===== src/hdl/lmr_pkg.sv =====
package lmr_pkg;
	// Mode register addresses served by this block.
	localparam logic [7:0] ADDR_REVISION_TWO   = 8'h07;
	localparam logic [7:0] ADDR_ORGANISATION   = 8'h08;
	localparam logic [7:0] ADDR_TEST_MODE      = 8'h09;
	localparam logic [7:0] ADDR_IO_CALIBRATION = 8'h0a;
	localparam logic [7:0] ADDR_RESERVED_FIRST = 8'h0b;
	localparam logic [7:0] ADDR_RESERVED_LAST  = 8'h0f;
	localparam logic [7:0] ADDR_BANK_MASK      = 8'h10;

	// Organisation register field positions.
	localparam int ORG_TYPE_LSB    = 0;
	localparam int ORG_DENSITY_LSB = 2;
	localparam int ORG_WIDTH_LSB   = 6;

	// Memory type codes.
	localparam logic [1:0] TYPE_S4_SDRAM = 2'h0;
	localparam logic [1:0] TYPE_S2_SDRAM = 2'h1;
	localparam logic [1:0] TYPE_NVM      = 2'h2;

	// Density codes, doubling from 64Mb; codes above the 32Gb code are reserved.
	localparam logic [3:0] DENSITY_64MB = 4'h0;
	localparam logic [3:0] DENSITY_2GB  = 4'h5;
	localparam logic [3:0] DENSITY_32GB = 4'h9;

	// Data bus width codes.
	localparam logic [1:0] WIDTH_X32 = 2'h0;
	localparam logic [1:0] WIDTH_X16 = 2'h1;
	localparam logic [1:0] WIDTH_X8  = 2'h2;

	// Calibration command codes.
	localparam logic [7:0] CAL_AFTER_INIT = 8'hff;
	localparam logic [7:0] CAL_LONG       = 8'hab;
	localparam logic [7:0] CAL_SHORT      = 8'h56;
	localparam logic [7:0] CAL_RESET      = 8'hc3;

	// Reset values, the harmless answer for unreadable addresses and the default bank count.
	localparam logic [7:0] TEST_MODE_RESET = 8'h00;
	localparam logic [7:0] BANK_MASK_RESET = 8'h00;
	localparam logic [7:0] READ_FILL       = 8'h00;
	localparam int         BANKS_DEFAULT   = 8;

	typedef enum logic [1:0] {
		LMR_CAL_INIT,
		LMR_CAL_LONG,
		LMR_CAL_SHORT,
		LMR_CAL_RESET
	} lmr_cal_kind_t;
endpackage


===== src/hdl/lmr_mode_regs.sv =====
`timescale 1ns/10ps
module lmr_mode_regs #(
	parameter logic [7:0] REVISION_CODE = 8'h00, // Arbitrary value.
	parameter logic [1:0] MEM_TYPE      = lmr_pkg::TYPE_S4_SDRAM,
	parameter logic [3:0] DENSITY       = lmr_pkg::DENSITY_2GB,
	parameter logic [1:0] IO_WIDTH      = lmr_pkg::WIDTH_X32,
	parameter int         NUM_BANKS     = lmr_pkg::BANKS_DEFAULT
) (
	input  wire logic       clk_in,
	input  wire logic       nrst_in,
	input  wire logic       mode_write_in,
	input  wire logic       mode_read_in,
	input  wire logic [7:0] register_address_in,
	input  wire logic [7:0] operand_bits_in,
	input  wire logic       calibration_pin_to_supply_in,
	output logic [7:0]      operand_bits_out,
	output logic            read_valid_out,
	output logic [7:0]      test_mode_out,
	output logic [7:0]      partial_refresh_bank_mask_out,
	output logic            cal_init_out,
	output logic            cal_long_out,
	output logic            cal_short_out,
	output logic            cal_reset_out,
	output logic            default_cal_out,
	output logic            strap_valid_out
);
	logic       write_cal;
	logic       write_test;
	logic       write_mask;
	logic       cal_known;
	logic [3:0] cal_onehot;
	logic [7:0] bank_enable;
	logic [7:0] org_value;
	logic [7:0] read_nxt;
	logic       strap_tied_r;
	logic       strap_taken_r;

	assign write_cal  = mode_write_in && (register_address_in == lmr_pkg::ADDR_IO_CALIBRATION);
	assign write_test = mode_write_in && (register_address_in == lmr_pkg::ADDR_TEST_MODE);
	assign write_mask = mode_write_in && (register_address_in == lmr_pkg::ADDR_BANK_MASK);

	assign org_value[lmr_pkg::ORG_TYPE_LSB +: 2]    = MEM_TYPE;
	assign org_value[lmr_pkg::ORG_DENSITY_LSB +: 4] = DENSITY;
	assign org_value[lmr_pkg::ORG_WIDTH_LSB +: 2]   = IO_WIDTH;

	lmr_cal_decode u_cal_decode (
		.code_in         (operand_bits_in),
		.known_out       (cal_known),
		.kind_onehot_out (cal_onehot)
	);

	// Mask bits for banks that do not exist are forced off.
	genvar b;
	generate
		for (b = 0; b < 8; b++) begin : g_bank
			assign bank_enable[b] = (b < NUM_BANKS);
		end
	endgenerate

	// The pin connection may not change once powered, so one sample after reset is enough.
	always_ff @(posedge clk_in) begin
		if (!nrst_in) begin
			strap_taken_r <= 1'b0;
			strap_tied_r  <= 1'b0;
		end else if (!strap_taken_r) begin
			strap_taken_r <= 1'b1;
			strap_tied_r  <= calibration_pin_to_supply_in;
		end
	end

	always_ff @(posedge clk_in) begin
		if (!nrst_in) begin
			strap_valid_out <= 1'b0;
		end else begin
			strap_valid_out <= strap_taken_r;
		end
	end

	// Reads of write-only and reserved addresses return a fixed harmless fill.
	always_comb begin
		case (register_address_in)
			lmr_pkg::ADDR_REVISION_TWO: read_nxt = REVISION_CODE;
			lmr_pkg::ADDR_ORGANISATION: read_nxt = org_value;
			default:                    read_nxt = lmr_pkg::READ_FILL;
		endcase
	end

	always_ff @(posedge clk_in) begin
		if (!nrst_in) begin
			read_valid_out   <= 1'b0;
			operand_bits_out <= lmr_pkg::READ_FILL;
		end else begin
			read_valid_out <= mode_read_in;
			if (mode_read_in) begin
				operand_bits_out <= read_nxt;
			end
		end
	end

	// Test codes are only stored; the block gives them no meaning.
	always_ff @(posedge clk_in) begin
		if (!nrst_in) begin
			test_mode_out <= lmr_pkg::TEST_MODE_RESET;
		end else if (write_test) begin
			test_mode_out <= operand_bits_in;
		end
	end

	always_ff @(posedge clk_in) begin
		if (!nrst_in) begin
			partial_refresh_bank_mask_out <= lmr_pkg::BANK_MASK_RESET;
		end else if (write_mask) begin
			partial_refresh_bank_mask_out <= operand_bits_in & bank_enable;
		end
	end

	// A reserved code or a tied pin yields no pulse at all; until the pin is sampled,
	// commands are ignored too, since the calibration mode is not yet known.
	always_ff @(posedge clk_in) begin
		if (!nrst_in) begin
			cal_init_out  <= 1'b0;
			cal_long_out  <= 1'b0;
			cal_short_out <= 1'b0;
			cal_reset_out <= 1'b0;
		end else begin
			cal_init_out  <= 1'b0;
			cal_long_out  <= 1'b0;
			cal_short_out <= 1'b0;
			cal_reset_out <= 1'b0;
			if (write_cal && cal_known && strap_taken_r && !strap_tied_r) begin
				cal_init_out  <= cal_onehot[lmr_pkg::LMR_CAL_INIT];
				cal_long_out  <= cal_onehot[lmr_pkg::LMR_CAL_LONG];
				cal_short_out <= cal_onehot[lmr_pkg::LMR_CAL_SHORT];
				cal_reset_out <= cal_onehot[lmr_pkg::LMR_CAL_RESET];
			end
		end
	end

	// Default calibration holds from reset until an active calibration runs.
	always_ff @(posedge clk_in) begin
		if (!nrst_in) begin
			default_cal_out <= 1'b1;
		end else if (strap_taken_r && strap_tied_r) begin
			default_cal_out <= 1'b1;
		end else if (cal_reset_out) begin
			default_cal_out <= 1'b1;
		end else if (cal_init_out || cal_long_out || cal_short_out) begin
			default_cal_out <= 1'b0;
		end
	end
endmodule


===== src/hdl/lmr_cal_decode.sv =====
`timescale 1ns/10ps
module lmr_cal_decode (
	input  wire logic [7:0] code_in,
	output logic            known_out,
	output logic [3:0]      kind_onehot_out
);
	// A code outside the four commands decodes to nothing, so it starts no action.
	always_comb begin
		kind_onehot_out = 4'h0;
		known_out       = 1'b1;
		case (code_in)
			lmr_pkg::CAL_AFTER_INIT: kind_onehot_out[lmr_pkg::LMR_CAL_INIT] = 1'b1;
			lmr_pkg::CAL_LONG:       kind_onehot_out[lmr_pkg::LMR_CAL_LONG] = 1'b1;
			lmr_pkg::CAL_SHORT:      kind_onehot_out[lmr_pkg::LMR_CAL_SHORT] = 1'b1;
			lmr_pkg::CAL_RESET:      kind_onehot_out[lmr_pkg::LMR_CAL_RESET] = 1'b1;
			default:                 known_out = 1'b0;
		endcase
	end
endmodule


===== config.mk =====
export PLATFORM = sky130hd
export DESIGN_NAME = lmr_mode_regs
export DESIGN_NICKNAME = d
export VERILOG_FILES = /design/src/hdl/lmr_pkg.sv /design/src/hdl/lmr_mode_regs.sv /design/src/hdl/lmr_cal_decode.sv
export SDC_FILE = /design/constraint.sdc
export NUM_CORES = 1
export LEC_CHECK = 0
export ABC_CLOCK_PERIOD_IN_PS = 1800
export BUFFER_PORTS_ARGS = -buffer_cell sky130_fd_sc_hd__buf_2
export CORE_AREA = 2 2 67 56
export CTS_CLUSTER_SIZE = 40
export DETAILED_ROUTE_END_ITERATION = 7
export DIE_AREA = 0 0 69 58
export MAX_ROUTING_LAYER = met4
export REMOVE_ABC_BUFFERS = 1
export SLEW_MARGIN = 20
export SYNTH_ARGS = -nofsm -noshare
export SYNTH_HDL_FRONTEND = slang
export SYNTH_HIERARCHICAL = 1
export SYNTH_SLANG_ARGS = --single-unit

===== constraint.sdc =====
create_clock -name clk_in -period 1.8 [get_ports clk_in]
set_input_delay 0.09 -clock clk_in [delete_from_list [all_inputs] [get_ports clk_in]]
set_output_delay 0.09 -clock clk_in [all_outputs]
set_load 0.02 [all_outputs]

==> results.md <==
- Run status: finished clean
- Number of search-and-repair iterations in the first detailed-routing pass: 4
- Net load switching power: 0.236 mW
- Leading cell types by total area after synthesis: sky130_fd_sc_hd__dfxtp_1 46%, sky130_fd_sc_hd__mux2i_1 14%, sky130_fd_sc_hd__nand2_1 9.3%
- Cell area after synthesis: 1140 um^2
- Initial Utilization: 0.341
- Count of port buffers added during placement: 45
- End of the worst register-to-register path: default_cal_out
- #FFs+latches synth: 26
- Class of the worst hold path: in2reg
- Switching power as a share of total power: 0.226
- Width of the die: roughly 70 um
- Largest family of logic cells by synthesized area: simple AND/OR/NAND/NOR gates
- Cell family contributing the most delay on the critical path: simple AND/OR/NAND/NOR gates
- Required time of the critical path: 2.01 ns
- Hold Crit Endpoint: read_valid_out
- TritonCTS clock tree: built
- EDFF count, synth: 0
- Number of ports placed on the die boundary: 52
- Worst reg2reg path startpoint: cal_long_out
- Residual antenna-violating net count after detailed routing: 0
- Startpoint-to-endpoint class of the critical path: in2reg
- Static leakage power: 0.697 nW
- Number of standard-cell rows in the floorplan: 19
- Buffers from clock root to sink, at most: 2
- Setup TNS Final: 0 ns
- Final count of negative-setup-slack endpoints: 0
- Synth-to-Final Area Change: 25.8%
- Number of cells on the worst hold path: 2
- Final Net Count: 186
- Layout Skew: 0.000622 ns
- Via count of the first global-routing pass: 898
- Utilization of the core after routing: 0.429
- Combinational share of power: 0.087
- First-pass GRT wire length: 3.95 mm
- Most instantiated library cell after synthesis: sky130_fd_sc_hd__nand2_1
- Share of Yosys cell area claimed by the top area cell type: 0.458
- Hold-fix buffers at CTS: 0
- Critical Path Start Type: input port
- GRT Util Overall: 0.127
- HPWL reported at the end of detailed placement: about 1.9 mm
- # resized after CTS: 0
- Number of antenna violations at the first check in global routing: 0
- DRT Wirelength: 2.43 mm
- RSZ-0062 raised after global routing: false
- Share of synthesized cell area in full adder, half adder and majority cells: 0
- Total die area: 4000 um^2
- Largest net degree at the start of global routing: 30
- Mean Syn Cell Area: ~9.7 um^2
- Depth of the most critical reg-to-reg path: 2
- Final number of max-transition violations: 0
- Count of buffer and inverter cells on the critical path: 1
- Max_cap viols: 0
- FFs w/ async S/R, synth: 0
- Vias per inst: 4.60
- Cell chosen for the clock root: sky130_fd_sc_hd__clkbuf_8
- Cts bufs inserted: 3
- Clock transition at the register clock pins on the worst setup and hold paths after CTS: 0.08 ns
- Placeable core region: 3330 um^2
- WL/cell: 11.8 um
- Number of setup buffers added after CTS: 0
- Cell type contributing the most total cell area after synthesis: sky130_fd_sc_hd__dfxtp_1
- GP Congestion: 0.719
- Worst supply voltage drop on vdd: roughly 0.46 mV
- Placed standard-cell area: 1370 um^2
- Antenna cell count: 0
- Total non-filler cell area in the finished layout: approximately 1400 um^2
- CP Launch Point: operand_bits_in[5]
- Worst hold start: mode_read_in
- Flip-flop cell with the highest count after synthesis: sky130_fd_sc_hd__dfxtp_1
- XOR/XNOR Fraction of Synth Area: 0
- Clock period minus final worst setup slack: roughly 1.4 ns
- Fraction of the cycle the final worst path needs: 0.789
- Synth Area in Simple Gates: 0.294
- Slowest cell on crit path: sky130_fd_sc_hd__or4_4
- Cell types with the highest counts after synthesis: 28 x sky130_fd_sc_hd__nand2_1, 26 x sky130_fd_sc_hd__dfxtp_1, 16 x sky130_fd_sc_hd__mux2i_1, 7 x sky130_fd_sc_hd__and2_1, 7 x sky130_fd_sc_hd__buf_4
- WP data arrival: 1.63 ns
- Max Fclk: about 0.70 GHz
- Register-to-Register Setup Slack: 0.67 ns
- Post-synthesis compound-gate area fraction: 0.0286
- H-tree depth: 1
- Peak per-stage delay on the critical path: 0.54 ns
- Share of synthesized area occupied by flip-flops and latches: 0.458
- Endpoint type of the worst setup path: flip-flop
- Clock latency of the later-clocked register in the worst-skew pair: 0.27 ns
- Final-report hold violation count: 0
- Multiplexer share of the synthesized area: 0.141
- Count of clock tree sinks: 26
- Yosys synthesis warning count: 6
- PD cells: between 700 and 800 nW/um^2
- Overflow left after global routing: 0
- Cell internal pwr: 0.808 mW
- Die height: roughly 58 um
- Highest fanout seen on the critical path: 5
- Share of final-layout standard cells stronger than drive strength 1: 0.354
- Post-synthesis instance total: 117
- Detailed Route Iter0 Violations: 13
- Critical-path cell list: buf_2 > or4_4 > a21oi_2 > a211o_1 > nor4bb_1 > and4bb_2 > and2_1
- Via count: 947
- Distinct cell type count of the synthesized netlist: 26
- Clock power frac: 0.355
- Post-detailed-route DRC marker count: 0
- Part of the total power dissipated in sequential elements: 0.558
power by group through the flow:
stage	combinational [mW]	sequential, mW	clock, mW
floorplan	0.0354	0.599	0
global placement	0.0882	0.596	0
detailed placement	0.0903	0.596	0
CTS	0.0907	0.582	0.384
global route	0.0992	0.583	0.402
finish	0.0908	0.582	0.371
metrics by stage:
stage / hold WS (ns) / power, mW / instances / setup slack, ns
floorplan: 0.118 / 0.634 / 112 / 0.337
global placement: 0.327 / 0.684 / 202 / 0.142
CTS: 0.0464 / 1.06 / 206 / 0.374
global route: 0.0684 / 1.08 / 206 / 0.325
detailed placement: 0.333 / 0.686 / 202 / 0.0965
finish: 0.0530 / 1.04 / 206 / 0.379
how the worst max path moves through the flow:
stage / slack (ns) / endpoint / depth (start not counted)
2_1_floorplan: 0.34 / cal_long_out / 6
3_3_place_gp: 0.14 / cal_long_out / 7
3_5_place_dp: 0.1 / cal_long_out / 7
4_1_cts: 0.37 / cal_long_out / 7
5_1_grt: 0.33 / cal_short_out / 7
6_report: 0.38 / cal_long_out / 7
cells by family after synthesis:
logic type             Yosys count
DFF                             26
buffers and inverters           11
other                            1
muxes                           16
AOI/OAI and AO/OA                4
and+or+nand+nor                 59
worst register-to-register path, cell delays in order (launching register included):
cell and delay, ns:
sky130_fd_sc_hd__dfxtp_1 0.32, sky130_fd_sc_hd__or4b_2 0.65, sky130_fd_sc_hd__nand4b_1 0.11
registers in the layout (all words and copies together) (netlist names):
signal and count:
cal_init_out 1, read_valid_out 1, strap_valid_out 1, strap_taken_r 1
partial_refresh_bank_mask_out 8, cal_reset_out 1, operand_bits_out 1, default_cal_out 1
strap_tied_r 1, test_mode_out 8, cal_short_out 1, cal_long_out 1
per-layer routing:
metal / routed length (um) / track usage / vias up
li1: - / - / 484
met1: 1230 / 0.164 / 423
met2: 995 / 0.192 / 37
met3: 188 / 0.0417 / 3
met4: 16 / 0.0336 / 0
met5: 0 / - / -
placed cells by master (no fill, tap or decap), drive strengths merged, types with 3 or more instances in the layout:
| cell type | count |
|---|---|
| buf | 48 |
| nand2 | 28 |
| dfxtp | 26 |
| mux2i | 16 |
| and2 | 7 |
| conb | 6 |
| nand4 | 4 |
| clkbuf | 4 |
| nor2 | 3 |
| nor4 | 3 |
final cells by class:
| cell class | instances | area (um^2) |
|---|---|---|
| clock buffers | 4 | 55.1 |
| fillers | 338 | 1900 |
| inverters | 1 | 3.75 |
| multi-input cells | 85 | 549 |
| flip-flops and latches | 26 | 520 |
| well taps | 42 | 52.6 |
| repair buffers | 48 | 248 |
Power figures use the tool's default switching activity.
